### config.mk
export PLATFORM = sky130hd
export DESIGN_NAME = adc_output_format_regs
export DESIGN_NICKNAME = d
export VERILOG_FILES = /design/src/fmt_pkg.sv /design/src/fmt_byte_reg.sv /design/src/adc_output_format_regs.sv
export SDC_FILE = /design/constraint.sdc
export NUM_CORES = 1
export LEC_CHECK = 0
export BUFFER_PORTS_ARGS = -buffer_cell sky130_fd_sc_hd__buf_4
export CORE_ASPECT_RATIO = 0.5
export CORE_UTILIZATION = 35
export CTS_BUF_LIST = sky130_fd_sc_hd__clkbuf_8
export DETAILED_ROUTE_END_ITERATION = 8
export PLACE_DENSITY_LB_ADDON = 0.25
export SKIP_LAST_GASP = 1
export SLEW_MARGIN = 25
export SYNTH_ARGS = -nofsm -noshare
export SYNTH_HDL_FRONTEND = slang
export SYNTH_SLANG_ARGS = --single-unit
### constraint.sdc
create_clock -name mclk -period 3 [get_ports mclk]
set_input_delay 0.15 -clock mclk [delete_from_list [all_inputs] [get_ports mclk]]
set_output_delay 0.15 -clock mclk [all_outputs]
set_load 0.01 [all_outputs]
### src/fmt_pkg.sv
// Package: register map, field layout, reset values and codes of the output format bank
package fmt_pkg;
    localparam int ADDR_W = 8;
    localparam int DATA_W = 32;
    localparam int SAMPLE_W = 10;
    // Byte addresses are the word index times four
    localparam logic [7:0] IDX_DATA_OUTPUT_CONFIG = 8'h14;
    localparam logic [7:0] IDX_OUTPUT_DRIVE_TRIM = 8'h15;
    localparam logic [7:0] IDX_CLOCK_PHASE_SELECT = 8'h16;
    localparam logic [7:0] IDX_PATTERN_ONE_LOW = 8'h19;
    localparam logic [7:0] IDX_PATTERN_ONE_HIGH = 8'h1a;
    localparam logic [7:0] IDX_TEST_MODE = 8'h0d;
    // Write masks: only documented fields hold state
    localparam logic [7:0] MASK_DATA_OUTPUT_CONFIG = 8'h47;
    localparam logic [7:0] MASK_OUTPUT_DRIVE_TRIM = 8'h30;
    localparam logic [7:0] MASK_CLOCK_PHASE_SELECT = 8'h0f;
    localparam logic [7:0] MASK_PATTERN = 8'hff;
    localparam logic [7:0] MASK_TEST_MODE = 8'h0f;
    localparam logic [7:0] RST_DATA_OUTPUT_CONFIG = 8'h00;
    localparam logic [7:0] RST_OUTPUT_DRIVE_TRIM = 8'h00;
    localparam logic [7:0] RST_CLOCK_PHASE_SELECT = 8'h03;
    localparam logic [7:0] RST_PATTERN = 8'h00;
    localparam logic [7:0] RST_TEST_MODE = 8'h00;
    // Field positions
    localparam int POS_CODING = 0;
    localparam int POS_INVERT = 2;
    localparam int POS_LOW_POWER = 6;
    localparam int POS_TERM = 4;
    localparam logic [1:0] CODING_OFFSET = 2'h0;
    localparam logic [1:0] CODING_TWOS = 2'h1;
    localparam logic [3:0] TEST_USER = 4'h8;
    localparam logic [3:0] PHASE_MAX = 4'ha;
    localparam int PHASE_STEP_DEG = 60;

    typedef struct packed {
        logic [1:0] coding;
        logic invert;
        logic low_power;
        logic [1:0] term;
        logic [3:0] phase;
        logic [3:0] test_mode;
        logic [15:0] pattern;
    } fmt_cfg_type;

    typedef struct packed {
        logic cyc;
        logic stb;
        logic we;
        logic [ADDR_W-1:0] adr;
        logic [3:0] sel;
        logic [DATA_W-1:0] dat;
    } wb_req_type;
endpackage

### src/fmt_byte_reg.sv
// Module: one masked byte register with reset value and write-enable
module fmt_byte_reg #(
    parameter logic [7:0] RESET_VALUE = 8'h00,
    parameter logic [7:0] WRITE_MASK = 8'hff
) (
    input wire logic mclk,
    input wire logic reset_n,
    input wire logic wr_en,
    input wire logic [7:0] wr_data,
    output logic [7:0] value
);
    logic [7:0] value_q;
    logic [7:0] value_d;

    assign value_d = wr_en ? (wr_data & WRITE_MASK) : value_q;
    assign value = value_q;

    always_ff @(posedge mclk) begin
        if (!reset_n) begin
            value_q <= RESET_VALUE & WRITE_MASK;
        end else begin
            value_q <= value_d;
        end
    end
endmodule // fmt_byte_reg

### src/adc_output_format_regs.sv
// Module: output format register bank on classic Wishbone, with formatted sample path
// Notes on behaviour
// - A four-bit phase code sets the capture clock offset from data edges, 60 degrees a step.
// - The phase code resets to three and reads back 0x03; the degree output resets to 0 and reads 180 from the first clock after reset.
// - Pattern bits seven to zero sit in their own byte register resetting to zero.
// - Pattern bits fifteen to eight sit in a second byte register resetting to zero.
// - With the user test mode selected, the stored pattern replaces sample data.
// - Test patterns follow the selected data coding and inversion.
//
// Decided for this implementation: the Wishbone register port.
module adc_output_format_regs
    import fmt_pkg::*;
#(
    parameter int WIDTH = SAMPLE_W
) (
    input wire logic mclk,
    input wire logic reset_n,
    input wire logic wb_cyc_i,
    input wire logic wb_stb_i,
    input wire logic wb_we_i,
    input wire logic [ADDR_W-1:0] wb_adr_i,
    input wire logic [3:0] wb_sel_i,
    input wire logic [DATA_W-1:0] wb_dat_i,
    output logic [DATA_W-1:0] wb_dat_o,
    output logic wb_ack_o,
    output logic wb_err_o,
    input wire logic sample_valid,
    input wire logic [WIDTH-1:0] sample_data,
    output logic out_valid,
    output logic [WIDTH-1:0] out_data,
    output logic [3:0] bit_capture_clock_phase,
    output logic [9:0] bit_capture_clock_deg,
    output logic low_power_drive,
    output logic [1:0] drive_term
);
    if (WIDTH < 2 || WIDTH > 16) begin : g_width_check
        $error("WIDTH must lie in 2..16");
    end

    wb_req_type req;
    assign req = '{
        cyc: wb_cyc_i,
        stb: wb_stb_i,
        we: wb_we_i,
        adr: wb_adr_i,
        sel: wb_sel_i,
        dat: wb_dat_i
    };

    // Bus decode: word aligned, index is address bits above the byte lanes
    wire logic [5:0] idx = req.adr[7:2];
    wire logic aligned = (req.adr[1:0] == 2'h0);
    wire logic access = req.cyc && req.stb && !wb_ack_o && !wb_err_o;
    wire logic hit_cfg = aligned && ({2'h0, idx} == IDX_DATA_OUTPUT_CONFIG);
    wire logic hit_trim = aligned && ({2'h0, idx} == IDX_OUTPUT_DRIVE_TRIM);
    wire logic hit_phase = aligned && ({2'h0, idx} == IDX_CLOCK_PHASE_SELECT);
    wire logic hit_low = aligned && ({2'h0, idx} == IDX_PATTERN_ONE_LOW);
    wire logic hit_high = aligned && ({2'h0, idx} == IDX_PATTERN_ONE_HIGH);
    wire logic hit_test = aligned && ({2'h0, idx} == IDX_TEST_MODE);
    wire logic mapped = hit_cfg | hit_trim | hit_phase | hit_low | hit_high | hit_test;
    // Writes land through byte lane zero only
    wire logic wr_lane0 = access && req.we && req.sel[0];
    // Phase codes above ten are refused; the register keeps its value
    wire logic phase_ok = (req.dat[3:0] <= PHASE_MAX);

    // Register slices
    logic [7:0] cfg_v;
    logic [7:0] trim_v;
    logic [7:0] phase_v;
    logic [7:0] low_v;
    logic [7:0] high_v;
    logic [7:0] test_v;

    fmt_byte_reg #(.RESET_VALUE(RST_DATA_OUTPUT_CONFIG), .WRITE_MASK(MASK_DATA_OUTPUT_CONFIG))
        u_cfg (.mclk(mclk), .reset_n(reset_n), .wr_en(wr_lane0 && hit_cfg),
               .wr_data(req.dat[7:0]), .value(cfg_v));
    fmt_byte_reg #(.RESET_VALUE(RST_OUTPUT_DRIVE_TRIM), .WRITE_MASK(MASK_OUTPUT_DRIVE_TRIM))
        u_trim (.mclk(mclk), .reset_n(reset_n), .wr_en(wr_lane0 && hit_trim),
                .wr_data(req.dat[7:0]), .value(trim_v));
    fmt_byte_reg #(.RESET_VALUE(RST_CLOCK_PHASE_SELECT), .WRITE_MASK(MASK_CLOCK_PHASE_SELECT))
        u_phase (.mclk(mclk), .reset_n(reset_n), .wr_en(wr_lane0 && hit_phase && phase_ok),
                 .wr_data(req.dat[7:0]), .value(phase_v));
    fmt_byte_reg #(.RESET_VALUE(RST_PATTERN), .WRITE_MASK(MASK_PATTERN))
        u_low (.mclk(mclk), .reset_n(reset_n), .wr_en(wr_lane0 && hit_low),
               .wr_data(req.dat[7:0]), .value(low_v));
    fmt_byte_reg #(.RESET_VALUE(RST_PATTERN), .WRITE_MASK(MASK_PATTERN))
        u_high (.mclk(mclk), .reset_n(reset_n), .wr_en(wr_lane0 && hit_high),
                .wr_data(req.dat[7:0]), .value(high_v));
    fmt_byte_reg #(.RESET_VALUE(RST_TEST_MODE), .WRITE_MASK(MASK_TEST_MODE))
        u_test (.mclk(mclk), .reset_n(reset_n), .wr_en(wr_lane0 && hit_test),
                .wr_data(req.dat[7:0]), .value(test_v));

    fmt_cfg_type cfg;
    assign cfg = '{
        coding: cfg_v[POS_CODING +: 2],
        invert: cfg_v[POS_INVERT],
        low_power: cfg_v[POS_LOW_POWER],
        term: trim_v[POS_TERM +: 2],
        phase: phase_v[3:0],
        test_mode: test_v[3:0],
        pattern: {high_v, low_v}
    };

    // Read mux
    wire logic [7:0] rd_byte = hit_cfg ? cfg_v :
                               hit_trim ? trim_v :
                               hit_phase ? phase_v :
                               hit_low ? low_v :
                               hit_high ? high_v :
                               hit_test ? test_v : 8'h00;

    // Sample path: user pattern replaces data, then coding and inversion apply
    wire logic user_sel = (cfg.test_mode == TEST_USER);
    wire logic [WIDTH-1:0] raw = user_sel ? cfg.pattern[15 -: WIDTH] : sample_data;
    wire logic [WIDTH-1:0] msb_flip = {1'b1, {(WIDTH-1){1'b0}}};
    wire logic [WIDTH-1:0] coded = (cfg.coding == CODING_TWOS) ? (raw ^ msb_flip) : raw;
    wire logic [WIDTH-1:0] formatted = cfg.invert ? ~coded : coded;
    wire logic [9:0] deg = 10'(int'(cfg.phase) * PHASE_STEP_DEG);

    // Next values of the output registers
    wire logic ack_d = access && mapped;
    wire logic err_d = access && !mapped;
    wire logic [DATA_W-1:0] dat_d = (access && mapped && !req.we) ? {24'h0, rd_byte} : '0;
    wire logic valid_d = sample_valid || user_sel;
    wire logic [WIDTH-1:0] data_d = formatted;
    wire logic [3:0] ph_d = cfg.phase;
    wire logic [9:0] deg_d = deg;
    wire logic lp_d = cfg.low_power;
    wire logic [1:0] term_d = cfg.term;

    logic [DATA_W-1:0] dat_q;
    logic ack_q;
    logic err_q;
    logic valid_q;
    logic [WIDTH-1:0] data_q;
    logic [3:0] ph_q;
    logic [9:0] deg_q;
    logic lp_q;
    logic [1:0] term_q;

    // Bus answer: one-cycle ack or err, read data only beside ack
    always_ff @(posedge mclk) begin
        if (!reset_n) begin
            ack_q <= 1'b0;
        end else begin
            ack_q <= ack_d;
        end
    end

    always_ff @(posedge mclk) begin
        if (!reset_n) begin
            err_q <= 1'b0;
        end else begin
            err_q <= err_d;
        end
    end

    always_ff @(posedge mclk) begin
        if (!reset_n) begin
            dat_q <= '0;
        end else begin
            dat_q <= dat_d;
        end
    end

    // Sample path registers
    always_ff @(posedge mclk) begin
        if (!reset_n) begin
            valid_q <= 1'b0;
        end else begin
            valid_q <= valid_d;
        end
    end

    always_ff @(posedge mclk) begin
        if (!reset_n) begin
            data_q <= '0;
        end else begin
            data_q <= data_d;
        end
    end

    // Pin registers
    always_ff @(posedge mclk) begin
        if (!reset_n) begin
            ph_q <= RST_CLOCK_PHASE_SELECT[3:0];
        end else begin
            ph_q <= ph_d;
        end
    end

    always_ff @(posedge mclk) begin
        if (!reset_n) begin
            deg_q <= '0;
        end else begin
            deg_q <= deg_d;
        end
    end

    always_ff @(posedge mclk) begin
        if (!reset_n) begin
            lp_q <= 1'b0;
        end else begin
            lp_q <= lp_d;
        end
    end

    always_ff @(posedge mclk) begin
        if (!reset_n) begin
            term_q <= 2'h0;
        end else begin
            term_q <= term_d;
        end
    end

    assign wb_ack_o = ack_q;
    assign wb_err_o = err_q;
    assign wb_dat_o = dat_q;
    assign out_valid = valid_q;
    assign out_data = data_q;
    assign bit_capture_clock_phase = ph_q;
    assign bit_capture_clock_deg = deg_q;
    assign low_power_drive = lp_q;
    assign drive_term = term_q;
endmodule // adc_output_format_regs

==> insert_results.sql <==
INSERT INTO impl_metrics (metric_group, metric, value, unit) VALUES
('synth', 'synth-edff-count', '0', ''),
('place', 'io_buffers', '68', ''),
('cells_and_area', 'nFillCells', '898', ''),
('floorplanning', 'floorplan.initialDensity', '37.3', '%'),
('floorplanning', 'boundaryPins', '122', ''),
('critical_path', 'crit_path_max_fanout', '5', ''),
('clock_tree', 'cts_buffers', '9', ''),
('critical_path', 'critPathKind', 'flip-flop to flip-flop', ''),
('cells_and_area', 'drive_gt1_share', '24.8', '%'),
('timing', 'maxClockFrequency', '378', 'MHz'),
('clock_tree', 'max-clock-path-buffers', '2', ''),
('job', 'drv.max_cap_violation_count', '0', ''),
('timing', 'grt_setup_unrepaired', 'false', ''),
('drt', 'detailed_routing_iteration_count_for_the_pre_antenna_repair_pass', '4', ''),
('timing', 'period_minus_slack', '2640', 'ps'),
('critical_path', 'reg2reg_setup_slack', '360', 'ps'),
('synth', 'synthDominantCellAreaShare', '39.3', '%'),
('floorplanning', 'fp.dieW', '141', 'um'),
('synth', 'synth-seq-cells', '66', ''),
('run_status', 'outcome', 'finished, final reports clean', ''),
('clock_tree', 'cts_resized', '0', ''),
('floorplanning', 'core_region_area', '9010', 'um2'),
('critical_path', 'cp_endpoint_kind', 'flip-flop', ''),
('synth', 'post_syn_instances', '344', ''),
('drt', 'routedWlPerCell', '13.4', 'um'),
('cells_and_area', 'final_core_util', '45.1', '%'),
('synth', 'dominantRegCellSynth', 'sky130_fd_sc_hd__dfxtp_1', ''),
('min_path', 'worst_hold_path.num_cells', '3', ''),
('place', 'routabilityCongestion', '0.861', ''),
('min_path', 'worst_hold_startpoint', 'wb_dat_i[7]', ''),
('floorplanning', 'num_rows', '24', ''),
('clock_tree', 'ctsRootBufferMaster', 'sky130_fd_sc_hd__clkbuf_8', ''),
('synth', 'yosys-top-cells-count', 'sky130_fd_sc_hd__dfxtp_1, sky130_fd_sc_hd__nand2_1, sky130_fd_sc_hd__mux2i_1', ''),
('cells_and_area', 'register_area', '1320', 'um2'),
('timing', 'setup_tns', '0', 'ps'),
('critical_path', 'timing.rr.start', 'u_phase.value[1]', ''),
('clock_tree', 'cts.sinks', '66', ''),
('min_path', 'worst_hold_path.endpoint', 'u_high.value[7]', ''),
('synth', 'syn-mean-instance-area', '9.77', 'um2'),
('drt', 'drtIter0Drc', '67', ''),
('critical_path', 'required', '3230', 'ps'),
('drt', 'vias_per_cell', '4.67', ''),
('critical_path', 'worstRegToRegCells', '9', ''),
('synth', 'synthDominantAreaCellType', 'sky130_fd_sc_hd__dfxtp_1', ''),
('cells_and_area', 'footprint_of_the_multi_input_gates', '1810', 'um2'),
('clock_tree', 'clk_transition_reported_paths', '70', 'ps'),
('timing', 'worstMarginPinSlew', '714', 'ps'),
('global_routing', 'grt_start_max_net_pins', '64', ''),
('place', 'post-dp-hpwl', '5260', 'um'),
('synth', 'async_reset_ff_share', '0', '%'),
('synth', 'synth_area_leaders', 'sky130_fd_sc_hd__dfxtp_1, sky130_fd_sc_hd__mux2i_1, sky130_fd_sc_hd__buf_4', ''),
('global_routing', 'first_global_vias', '2322', ''),
('global_routing', 'grt_use_total', '15.3', '%'),
('floorplanning', 'floorplan.die_area', '10000', 'um2'),
('min_path', 'min_path_type', 'input port to flip-flop', ''),
('drt', 'route.vias.total', '2482', ''),
('timing', 'number_of_endpoints_failing_setup_at_the_final_stage', '0', ''),
('critical_path', 'critical_path_arrival', '2880', 'ps'),
('clock_tree', 'post_cts_hold_buffer_count', '1', ''),
('critical_path', 'worst_r2r_endpoint', 'bit_capture_clock_deg[9]', ''),
('clock_tree', 'tritoncts', 'done', ''),
('critical_path', 'timing.critical_path.from_type', 'flip-flop', ''),
('cells_and_area', 'area_delta_synth_final', '21.0', '%'),
('global_routing', 'antenna_found_initial', '0', ''),
('timing', 'fin_worst_skew', '11.6', 'ps'),
('timing', 'post-route-period-util', '88.2', '%'),
('drt', 'drcViolationCount', '0', ''),
('clock_tree', 'worstSkewPairLatency', '350', 'ps'),
('power', 'p_leak', '1.88', 'nW'),
('global_routing', 'grt_first_pass_wirelength', '11600', 'um'),
('synth', 'synth_sequential_area_ratio', '39.3', '%');
[routing by layer]
metal	global-route usage (%)	part of all wire [%]	up-vias
li1	-	-	1257
met1	20.1	50	1139
met2	23.0	43	72
met3	5.15	5.6	14
met4	7.13	2.0	0
met5	0	0	-
[cell type report]
type | instances | area share (%)
repair buffers | 74 | 13.7
inverters | 14 | 1.29
flip-flops and latches | 66 | 32.5
clock inverters | 5 | 1.20
multi-input cells | 247 | 44.6
well taps | 117 | 3.60
clock buffers | 9 | 3.05
[per-stage QoR]
step	worst slack [ps]	instances	power, W	area, um2	hold WS, ps
6_report	355	532	0.00173	4070	81.9
3_5_place_dp	384	517	0.00106	3880	367
2_1_floorplan	547	369	0.00102	3450	274
4_1_cts	357	532	0.00176	4070	63.7
5_1_grt	179	532	0.00181	4070	80.1
3_3_place_gp	402	517	0.00106	3880	366
[registers in the layout, summed over array words and instances, names as in the netlist]
signal and count:
bit_capture_clock_deg 8, bit_capture_clock_phase 4, drive_term 2, low_power_drive 1, out_data 10, out_valid 1
u_cfg.value 4, u_high.value 8, u_low.value 8, u_phase.value 4, u_test.value 4, u_trim.value 2
wb_ack_o 1, wb_dat_o 8, wb_err_o 1
[worst max path at each step]
stage,startpoint,to,slack [ps]
finish,u_phase.value[1],bit_capture_clock_deg[9],360
global route,u_phase.value[1],bit_capture_clock_deg[9],180
CTS,u_phase.value[1],bit_capture_clock_deg[9],360
detailed placement,u_phase.value[1],bit_capture_clock_deg[9],380
global placement,u_phase.value[1],bit_capture_clock_deg[8],400
floorplan,u_phase.value[1],bit_capture_clock_deg[8],550
[critical path, stage by stage (launching register included)]
cell and delay [ps]:
sky130_fd_sc_hd__dfxtp_1 480, sky130_fd_sc_hd__inv_1 130, sky130_fd_sc_hd__fa_1 560, sky130_fd_sc_hd__inv_1 50, sky130_fd_sc_hd__ha_1 280, sky130_fd_sc_hd__ha_1 350
sky130_fd_sc_hd__nand2_1 70, sky130_fd_sc_hd__o21ai_0 300, sky130_fd_sc_hd__nor4_1 90, sky130_fd_sc_hd__a211o_1 230
[cell families (layout without fill, tap and decap cells)]
logic type | Yosys count | count (layout) | synth area share [%]
XOR/XNOR | 13 | 13 | 3.39
flip-flops | 66 | 66 | 39.3
adder cells (fa/ha/maj) | 16 | 16 | 7.08
other | 1 | 26 | 0.112
multiplexers | 40 | 40 | 12.0
buffers and inverters | 56 | 102 | 9.65
AND/OR/NAND/NOR | 120 | 120 | 20.7
AO/OA/AOI/OAI | 32 | 32 | 7.71
[where the power goes]
part / internal [W] / switching (W) / leakage (nW)
Combinational: 0.0000672 / 0.0000805 / 1.25
Clock: 0.000367 / 0.000330 / 0.0959
Sequential: 0.000887 / 0.00000311 / 0.536
[layout by cell type, fill, tap and decap left out, drive strengths merged, types with 5 or more instances in the layout]
| cell | instances |
|---|---|
| nor2b | 7 |
| nor2 | 10 |
| nor4 | 8 |
| buf | 73 |
| and2 | 18 |
| xnor2 | 12 |
| ha | 11 |
| dfxtp | 66 |
| conb | 26 |
| o21ai | 6 |
| and3 | 5 |
| nand2b | 5 |
| nand2 | 44 |
| mux2i | 38 |
| a22o | 6 |
| clkbuf | 9 |
| fa | 5 |
| nor3 | 6 |
| inv | 15 |
Power figures use the tool's default switching activity.
